===== src/actuator_diag_defs.svh =====
// register offsets, field codes, reset values and timing counts
`ifndef ACTUATOR_DIAG_DEFS_SVH
`define ACTUATOR_DIAG_DEFS_SVH

`define ADDR_MODE_CTRL      12'h000
`define ADDR_GO             12'h004
`define ADDR_CAL_IN         12'h008
`define ADDR_CAL_OUT        12'h00C
`define ADDR_STATUS         12'h010

`define MODE_DIAG           2'h2
`define MODE_AUTOCAL        2'h3
`define CAL_TIME_TRIG       2'h3
`define TRIG_FUNC_TRIG      2'h1

`define CAL_IN_RESET        32'h0000_0000
`define CAL_OUT_RESET       32'h0000_0000

`define CLK_FREQ_HZ         25000000
`define CAL_T0_MS           250
`define CAL_T1_MS           500
`define CAL_T2_MS           1000
`define MS_TO_CYC(ms)       ((ms) * (`CLK_FREQ_HZ / 1000))
`define ZMEAS_CYCLES        16
`define FUNC_CYCLES         64

`endif


===== src/actuator_diag_pkg.sv =====
// types shared by the diagnostic and calibration control files
package actuator_diag_pkg;

    typedef enum logic [2:0] {
        ST_STANDBY = 3'b000,
        ST_ZMEAS   = 3'b001,
        ST_FUNC    = 3'b010,
        ST_CAL     = 3'b011,
        ST_DONE    = 3'b100
    } seq_state_type;

endpackage


===== src/actuator_diag_ctrl.sv =====
// diagnostic and auto-calibration control with apb register file
//
// Design decisions made here: the APB slave port and the register offsets.
`timescale 1ns/100ps
`include "actuator_diag_defs.svh"

// Overview of operation
// - closed loop after calibration: device adjusts level and resonant frequency
// - mode field value two selects the actuator diagnostic routine
// - diagnostic problem sets the diagnostic fault flag
// - undervoltage, overtemperature or overcurrent aborts routine and sets fault
// - resistance measured first, stored in impedance result field
// - overtemperature or undervoltage stops at once, no result, back to standby
// - resistance step never flags overcurrent or fault (code sets fault there on undervoltage or overtemperature)
// - diagnostic waveform faults on short, open load or missing back emf
// - calibration end overwrites configuration outputs with computed values
// - resonant-only calibration inputs ignored with eccentric motor
// - duration codes 0,1,2 give 250ms, 500ms, 1s
// - code 3 runs from start trigger until stop trigger, then publishes
// - triggers from start bit, or pin when its function is trigger
// - mode value 3 selects auto calibration
// - start bit launches calibration and self-clears at completion
// - calibration results kept in standby or while enable low
module actuator_diag_ctrl (
    input  wire logic        pclk,
    input  wire logic        presetn,
    input  wire logic        psel,
    input  wire logic        penable,
    input  wire logic        pwrite,
    input  wire logic [11:0] paddr,
    input  wire logic [31:0] pwdata,
    output logic [31:0]      prdata,
    output logic             pready,
    output logic             pslverr,
    input  wire logic        trig_pin,
    input  wire logic        undervoltage_lockout,
    input  wire logic        over_temp,
    input  wire logic        over_current,
    input  wire logic [7:0]  measured_impedance,
    input  wire logic        load_short,
    input  wire logic        load_open,
    input  wire logic        back_emf_valid,
    input  wire logic [7:0]  cal_comp_result,
    input  wire logic [7:0]  cal_back_emf_gain_result,
    input  wire logic [7:0]  cal_period_result,
    output logic             drive_active,
    output logic             closed_loop_active,
    output logic             resonance_tracking
);
    // ----------------------------------------
    // apb decode
    // ----------------------------------------
    wire wr_en   = psel & penable & pwrite;
    wire hit_mode = (paddr == `ADDR_MODE_CTRL);
    wire hit_go   = (paddr == `ADDR_GO);
    wire hit_in   = (paddr == `ADDR_CAL_IN);
    wire hit_out  = (paddr == `ADDR_CAL_OUT);
    wire hit_stat = (paddr == `ADDR_STATUS);
    wire mapped   = hit_mode | hit_go | hit_in | hit_out | hit_stat;

    assign pready  = 1'b1;
    assign pslverr = psel & penable & ~mapped;

    // ----------------------------------------
    // registers
    // ----------------------------------------
    // mode_ctrl: [1:0] mode, [2] actuator_type_select, [3] loop control,
    // [5:4] trigger_pin_function, [15:8] open_loop_resonant_period
    logic [15:0] mode_ctrl_r;
    // cal_in: [2:0] feedback_brake_factor, [5:4] loop gain, [7:6] cal duration,
    // [9:8] sample time, [15:12] backemf_a, [19:16] current_dissipation_time,
    // [21:20] zero_cross_detect_time, [31:24] overdrive_clamp_level
    logic [31:0] cal_in_r;
    logic [31:0] cal_out_r;
    logic        go_r;
    logic        go_nxt;
    logic        diagnostic_fault_flag_r;
    logic        fault_nxt;
    logic [7:0]  impedance_result_r;
    logic        calibrated_r;
    actuator_diag_pkg::seq_state_type state_r;
    actuator_diag_pkg::seq_state_type state_nxt;

    wire [1:0] mode          = mode_ctrl_r[1:0];
    wire       actuator_type_select = mode_ctrl_r[2];
    wire       loop_open     = mode_ctrl_r[3];
    wire [1:0] trigger_pin_function = mode_ctrl_r[5:4];
    wire [1:0] cal_duration  = cal_in_r[7:6];

    // ----------------------------------------
    // triggers
    // ----------------------------------------
    logic pin_trig;
    wire  go_write1 = wr_en & hit_go & pwdata[0];
    wire  go_write0 = wr_en & hit_go & ~pwdata[0];
    wire  start_trig = go_write1 | pin_trig;

    trigger_detect u_trig (
        .pclk       (pclk),
        .presetn    (presetn),
        .enable     (trigger_pin_function == `TRIG_FUNC_TRIG),
        .trig_pin   (trig_pin),
        .trig_pulse (pin_trig)
    );

    // ----------------------------------------
    // phase timer
    // ----------------------------------------
    logic        timer_load;
    logic [31:0] timer_value;
    logic        timer_done;

    cycle_timer u_timer (
        .pclk       (pclk),
        .presetn    (presetn),
        .load       (timer_load),
        .load_value (timer_value),
        .expired    (timer_done)
    );

    function automatic logic [31:0] cal_cycles(input logic [1:0] code);
        case (code)
            2'h0:    cal_cycles = 32'(`MS_TO_CYC(`CAL_T0_MS));
            2'h1:    cal_cycles = 32'(`MS_TO_CYC(`CAL_T1_MS));
            default: cal_cycles = 32'(`MS_TO_CYC(`CAL_T2_MS));
        endcase
    endfunction

    wire critical_abort = undervoltage_lockout | over_temp;
    wire timed_cal      = (cal_duration != `CAL_TIME_TRIG);

    // ----------------------------------------
    // sequencer
    // ----------------------------------------
    always_comb begin
        state_nxt   = state_r;
        go_nxt      = go_r;
        fault_nxt   = diagnostic_fault_flag_r;
        timer_load  = 1'b0;
        timer_value = 32'h0000_0000;
        case (state_r)
            actuator_diag_pkg::ST_STANDBY: begin
                // modes 0 and 1 start nothing, so the start bit is left clear there
                if (start_trig && mode[1]) begin
                    go_nxt = 1'b1;
                    if (mode == `MODE_DIAG) begin
                        fault_nxt   = 1'b0;
                        state_nxt   = actuator_diag_pkg::ST_ZMEAS;
                        timer_load  = 1'b1;
                        timer_value = 32'(`ZMEAS_CYCLES);
                    end else if (mode == `MODE_AUTOCAL) begin
                        fault_nxt   = 1'b0;
                        state_nxt   = actuator_diag_pkg::ST_CAL;
                        timer_load  = timed_cal;
                        timer_value = cal_cycles(cal_duration);
                    end
                end
            end
            actuator_diag_pkg::ST_ZMEAS: begin
                // over-current is not looked at here
                if (critical_abort) begin
                    fault_nxt = 1'b1;
                    go_nxt    = 1'b0;
                    state_nxt = actuator_diag_pkg::ST_STANDBY;
                end else if (timer_done) begin
                    state_nxt   = actuator_diag_pkg::ST_FUNC;
                    timer_load  = 1'b1;
                    timer_value = 32'(`FUNC_CYCLES);
                end
            end
            actuator_diag_pkg::ST_FUNC: begin
                if (critical_abort || over_current || load_short || load_open) begin
                    fault_nxt = 1'b1;
                    go_nxt    = 1'b0;
                    state_nxt = actuator_diag_pkg::ST_STANDBY;
                end else if (timer_done) begin
                    if (!back_emf_valid) begin
                        fault_nxt = 1'b1;
                    end
                    go_nxt    = 1'b0;
                    state_nxt = actuator_diag_pkg::ST_STANDBY;
                end
            end
            actuator_diag_pkg::ST_CAL: begin
                if (critical_abort || over_current) begin
                    fault_nxt = 1'b1;
                    go_nxt    = 1'b0;
                    state_nxt = actuator_diag_pkg::ST_STANDBY;
                end else if (timed_cal ? timer_done : (go_write0 || pin_trig)) begin
                    state_nxt = actuator_diag_pkg::ST_DONE;
                end
            end
            actuator_diag_pkg::ST_DONE: begin
                go_nxt    = 1'b0;
                state_nxt = actuator_diag_pkg::ST_STANDBY;
            end
            default: begin
                state_nxt = actuator_diag_pkg::ST_STANDBY;
            end
        endcase
    end

    wire publish = (state_r == actuator_diag_pkg::ST_DONE);
    wire z_store = (state_r == actuator_diag_pkg::ST_ZMEAS) & timer_done & ~critical_abort;

    // resonant-only calibration outputs are not taken for the eccentric motor
    wire [7:0] period_out = actuator_type_select ? cal_period_result : cal_out_r[23:16];

    // ----------------------------------------
    // register writes
    // ----------------------------------------
    always_ff @(posedge pclk or negedge presetn) begin
        if (!presetn) begin
            mode_ctrl_r <= 16'h0000;
            cal_in_r    <= `CAL_IN_RESET;
        end else begin
            if (wr_en && hit_mode) begin
                mode_ctrl_r <= pwdata[15:0];
            end
            if (wr_en && hit_in) begin
                cal_in_r <= pwdata;
            end
        end
    end

    // results held across standby; only reset, a new calibration or a host write to cal_out_r alters them
    always_ff @(posedge pclk or negedge presetn) begin
        if (!presetn) begin
            cal_out_r    <= `CAL_OUT_RESET;
            calibrated_r <= 1'b0;
        end else if (publish) begin
            cal_out_r    <= {8'h00, period_out, cal_back_emf_gain_result, cal_comp_result};
            calibrated_r <= 1'b1;
        end else if (wr_en && hit_out) begin
            cal_out_r <= pwdata;
        end
    end

    always_ff @(posedge pclk or negedge presetn) begin
        if (!presetn) begin
            impedance_result_r <= 8'h00;
        end else if (z_store) begin
            impedance_result_r <= measured_impedance;
        end
    end

    always_ff @(posedge pclk or negedge presetn) begin
        if (!presetn) begin
            state_r                 <= actuator_diag_pkg::ST_STANDBY;
            go_r                    <= 1'b0;
            diagnostic_fault_flag_r <= 1'b0;
        end else begin
            state_r                 <= state_nxt;
            go_r                    <= go_nxt;
            diagnostic_fault_flag_r <= fault_nxt;
        end
    end

    // ----------------------------------------
    // drive status
    // ----------------------------------------
    always_ff @(posedge pclk or negedge presetn) begin
        if (!presetn) begin
            drive_active       <= 1'b0;
            closed_loop_active <= 1'b0;
            resonance_tracking <= 1'b0;
        end else begin
            drive_active       <= (state_nxt != actuator_diag_pkg::ST_STANDBY);
            closed_loop_active <= ~loop_open & calibrated_r;
            resonance_tracking <= ~loop_open & calibrated_r & actuator_type_select;
        end
    end

    // ----------------------------------------
    // read mux
    // ----------------------------------------
    wire [31:0] stat_word = {20'h0_0000, impedance_result_r, state_r, diagnostic_fault_flag_r};

    always_comb begin
        prdata = 32'h0000_0000;
        if (psel && !pwrite) begin
            case (1'b1)
                hit_mode: prdata = {16'h0000, mode_ctrl_r};
                hit_go:   prdata = {31'h0000_0000, go_r};
                hit_in:   prdata = cal_in_r;
                hit_out:  prdata = cal_out_r;
                hit_stat: prdata = stat_word;
                default:  prdata = 32'h0000_0000;
            endcase
        end
    end
endmodule // actuator_diag_ctrl


===== src/cycle_timer.sv =====
// down-counting timer for routine phases
`timescale 1ns/100ps
module cycle_timer (
    input  wire logic        pclk,
    input  wire logic        presetn,
    input  wire logic        load,
    input  wire logic [31:0] load_value,
    output logic             expired
);
    logic [31:0] count_r;

    always_ff @(posedge pclk or negedge presetn) begin
        if (!presetn) begin
            count_r <= 32'h0000_0000;
        end else if (load) begin
            count_r <= load_value;
        end else if (count_r != 32'h0000_0000) begin
            count_r <= count_r - 32'h0000_0001;
        end
    end

    assign expired = (count_r == 32'h0000_0001);
endmodule // cycle_timer


===== src/trigger_detect.sv =====
// rising edge detector for the external trigger pin
`timescale 1ns/100ps
module trigger_detect (
    input  wire logic pclk,
    input  wire logic presetn,
    input  wire logic enable,
    input  wire logic trig_pin,
    output logic      trig_pulse
);
    logic prev_r;

    always_ff @(posedge pclk or negedge presetn) begin
        if (!presetn) begin
            prev_r <= 1'b0;
        end else begin
            prev_r <= trig_pin;
        end
    end

    assign trig_pulse = enable & trig_pin & ~prev_r;
endmodule // trigger_detect

===== config.mk =====
export PLATFORM = sky130hd
export DESIGN_NAME = actuator_diag_ctrl
export DESIGN_NICKNAME = d
export VERILOG_FILES = /design/src/actuator_diag_pkg.sv /design/src/actuator_diag_ctrl.sv /design/src/cycle_timer.sv /design/src/trigger_detect.sv
export VERILOG_INCLUDE_DIRS = /design/src
export SDC_FILE = /design/constraint.sdc
export NUM_CORES = 1
export LEC_CHECK = 0
export ABC_CLOCK_PERIOD_IN_PS = 2800
export BUFFER_PORTS_ARGS = -buffer_cell sky130_fd_sc_hd__buf_2
export CORE_ASPECT_RATIO = 1.75
export CORE_MARGIN = 3
export CORE_UTILIZATION = 56
export DETAILED_ROUTE_END_ITERATION = 8
export GPL_ROUTABILITY_DRIVEN = 0
export PLACE_DENSITY = 0.9
export SLEW_MARGIN = 40
export SYNTH_ARGS = -nofsm -noshare
export SYNTH_HDL_FRONTEND = slang
export SYNTH_SLANG_ARGS = --single-unit

===== constraint.sdc =====
create_clock -name pclk -period 2.8 [get_ports pclk]
set_clock_uncertainty 0.05 [all_clocks]
set_input_delay 0.28 -clock pclk [delete_from_list [all_inputs] [get_ports pclk]]
set_output_delay 0.28 -clock pclk [all_outputs]
set_load 0.02 [all_outputs]

==> impl_metrics.env <==
export IMPL_outcome="finished, final reports clean"
export IMPL_top_usage_layer="met2"
export IMPL_portBuffers=123
export IMPL_floorplan_rows=52
export IMPL_pwr_share_comb_pct=4.3
export IMPL_synth_area_leader_cell="dfrtp_1"
export IMPL_period_minus_slack_ns=2.76
export IMPL_die_h_um=151
export IMPL_final_max_slew_viol_count=0
export IMPL_viasPerCell=6.32
export IMPL_synth_flop_cell="dfrtp_1"
export IMPL_rr_worst_depth=7
export IMPL_required_ns=2.47
export IMPL_grt_pass1_wl_um=32000
export IMPL_crit_buf_inv=4
export IMPL_crit_cells=10
export IMPL_post_route_cell_area_um2=8460
export IMPL_grt_use_met2_pct=55.4
export IMPL_p_leak_nw=3.86
export IMPL_yosys_warnings=0
export IMPL_timing_rr_end="state_r[1]"
export IMPL_crit_fanout=6
export IMPL_cts_root_buffer="clkbuf_16"
export IMPL_fin_crit_sh_pct=98.7
export IMPL_cp_common_cell="buf_6"
export IMPL_internal_power_mw=3.48
export IMPL_met1_usage_pct=33.1
export IMPL_start_kind="input pin"
export IMPL_cpPeakStageDelay_ns=0.56
export IMPL_critPathCaptureType="primary output"
export IMPL_crit_chain="buf_6 -> or4_4 -> or4b_4 -> buf_6 -> nor2_4 -> buf_6 -> a22o_1 -> o21ai_1 -> o21ai_1 -> buf_4"
export IMPL_grt_ovfl_total=0
export IMPL_antenna_found_initial=0
export IMPL_wl_per_cell_um=20.7
export IMPL_synthCells=671
export IMPL_rsz0062_at_grt="true"
export IMPL_nets=909
export IMPL_worst_slack_ns=0.0371
export IMPL_synth_most_common_cell="dfrtp_1"
export IMPL_cp_top_family="simple AND/OR/NAND/NOR gates"
export IMPL_dieArea_um2=13400
export IMPL_ir_worst_vdd_v=0.000520
export IMPL_ys_ff_latch=130
export IMPL_grt_max_degree=58
export IMPL_drt_drc_violations_left=0
export IMPL_path_clk_slew_ns=0.06
export IMPL_switching_share_pct=21.9
export IMPL_place_ws_ns=-0.140
export IMPL_grtUsageMet3_pct=7.72
export IMPL_ys_top_cells_by_count="dfrtp_1 (130), nand2_1 (94), o21ai_0 (61)"
export IMPL_tightest_slew_ns=0.692
export IMPL_synth_area_top_cells="dfrtp_1 (49%), mux2_2 (7.9%), mux2i_1 (5.5%), nand2_1 (5.3%), o21ai_0 (4.6%)"
export IMPL_grt_total_usage_pct=31.6
export IMPL_synth_cell_types=58
export IMPL_cts_tree="done"
export IMPL_ff2ff_setup_slack_ns=0.14
export IMPL_placed_cell_area_um2=7670
export IMPL_boundaryPins=125
export IMPL_numCtsBuffers=17
export IMPL_synth_nets=762
export IMPL_relSlewSlack_pct=53.8
export IMPL_antenna_cells=0
export IMPL_critPathSlowestCell="or4b_4"
export IMPL_final_setup_viol_count=0
export IMPL_totalWireLength_um=20000
export IMPL_p_seq_share_pct=42.5
export IMPL_clk_latency_ns=0.43
export IMPL_num_vias=6102
export IMPL_clock_sinks=130
export IMPL_syn_cell_area_um2=6700
export IMPL_synth_top_cell_area_share_pct=48.6
export IMPL_power_frac_clock_pct=53.3
export IMPL_min_delay_path_depth=3
export IMPL_p_sw_mw=0.975
export IMPL_fmax_ghz=0.362
export IMPL_dp_hpwl_um=13200
export IMPL_hold_violations=0
export IMPL_maxCapViolCount=0
export IMPL_pwr_density_cell_nw_per_um2=527
export IMPL_reg2reg_from="u_timer.count_r[29]"
export IMPL_avgSynthCellArea_um2=9.98
export IMPL_drive_gt1_share_pct=32.3
export IMPL_async_flop_share_pct=100
export IMPL_cp_arrival_ns=2.43
export IMPL_ant_nets=0
export IMPL_core_um2=11600
export IMPL_area_growth_pct=26.3
export IMPL_ys_seq_area_share_pct=48.6
export IMPL_dr_pass1_iters=7
export IMPL_hp_start="measured_impedance[7]"
export IMPL_critPathKind="in2out"
export IMPL_chipWidth_um=88.7
export IMPL_hold_end="impedance_result_r[7]"
export IMPL_grt_pass1_vias=6530
export IMPL_cts_htree_levels=4
export IMPL_initial_core_util_pct=57.5
export IMPL_cts_buffer_depth=2
export IMPL_synth_edff_count=0
export IMPL_initialDrtViolationCount=510
export IMPL_holdCritPathClass="in2reg"
per-layer routing:
| metal | routed length, um | vias up | share of wire [%] |
|---|---|---|---|
| met5 | 0 | - | 0 |
| met4 | 1170 | 0 | 5.9 |
| met3 | 1330 | 116 | 6.7 |
| met2 | 10900 | 369 | 55 |
| met1 | 6580 | 2954 | 33 |
| li1 | - | 2663 | - |
registers in the layout (all words and copies together), names as in the netlist:
signal and flops:
calibrated_r 1, impedance_result_r 8, resonance_tracking 1, go_r 1
closed_loop_active 1, diagnostic_fault_flag_r 1, cal_in_r 32, state_r 3
cal_out_r 32, drive_active 1, u_timer.count_r 32, mode_ctrl_r 16
u_trig.prev_r 1
through the flow:
stage          utilization [%]  hold WS [ns]  setup TNS, ns  std cells  power, mW
3_5_place_dp              65.8         0.285          -1.78        930       2.10
4_1_cts                   72.5       0.00232         -0.481        967       4.46
6_report                  72.6       0.00707              0        966       4.46
2_1_floorplan                -       -0.0656         -0.576        671       1.97
5_1_grt                   72.6        0.0271        -0.0201        966       4.56
3_3_place_gp              65.8         0.279          -1.01        930       2.10
worst max-delay path by stage:
stage,startpoint,endpoint,slack [ns]
after global placement,paddr[9],prdata[6],-0.13
after CTS,paddr[10],prdata[7],-0.07
after global routing,paddr[10],prdata[6],-0.02
after detailed placement,paddr[9],prdata[7],-0.14
after floorplan,paddr[9],prdata[12],-0.14
final,paddr[10],prdata[11],0.04
worst min-delay path, delay by kind of cell:
kind | cells | cell delay [ns]
buffers and inverters | 1 | 0.08
and+or+nand+nor | 2 | 0.09
power groups by stage:
stage	Clock [mW]	Sequential [mW]	Combinational, mW
after floorplan	0	1.92	0.0489
after global placement	0	1.92	0.174
after detailed placement	0	1.92	0.178
after CTS	2.38	1.89	0.186
after global routing	2.46	1.89	0.207
final	2.37	1.89	0.189
repair_timing:
item	in CTS	in global routing
endpoints found under the setup margin	15	31
setup buffers	2	0
resized for setup	40	8
endpoints found under the hold margin	46	0
cloned	2	0
pin swaps	10	7
hold buffers	2	0
layout by cell type, fill, tap and decap left out, drive strengths merged, types with 2 or more instances in the layout:
cell         synthesis  layout
o31ai                5       5
inv                 15      16
xor2                10      10
nor2b                2       2
nand2b              14      14
and2                 4       4
or4                  9       9
a21oi               25      25
a31oi                2       2
nor4                14      14
nor2                50      50
nand3                7       7
or3                  7       7
bufinv               0       4
buf                 19     166
dlygate4sd3          0       2
a22o                11      11
a211o                2       2
or2                  3       3
clkinv               0       6
o22ai               11      11
and4                 3       3
nand2               94      94
clkbuf              21      20
mux2                47      47
nand3b               2       2
o21ai               62      62
nand4                5       5
ha                   3       3
nand4b               3       3
mux2i               37      37
nor3                17      17
a211oi               4       4
dfrtp              130     130
xnor2               16      16
cell families (layout without fill, tap and decap cells):
family / after synthesis / in the layout / synth area share (%)
multiplexers: 84 / 84 / 13.4
adder cells (fa/ha/maj): 3 / 3 / 0.560
XOR/XNOR: 26 / 26 / 3.40
AO/OA/AOI/OAI: 132 / 132 / 11.8
other: 1 / 1 / 0.0560
buffers and inverters: 55 / 215 / 3.77
flip-flops: 130 / 130 / 48.6
AND/OR/NAND/NOR: 240 / 240 / 18.4
cell type report:
cell class | count | area, um^2
tap | 135 | 169
clock inverter | 12 | 181
timing repair buffer | 168 | 1090
multi-input combinational | 486 | 3260
fill | 711 | 3190
inverter | 15 | 56.3
clock buffer | 20 | 447
sequential | 130 | 3250
Power figures use the tool's default switching activity.
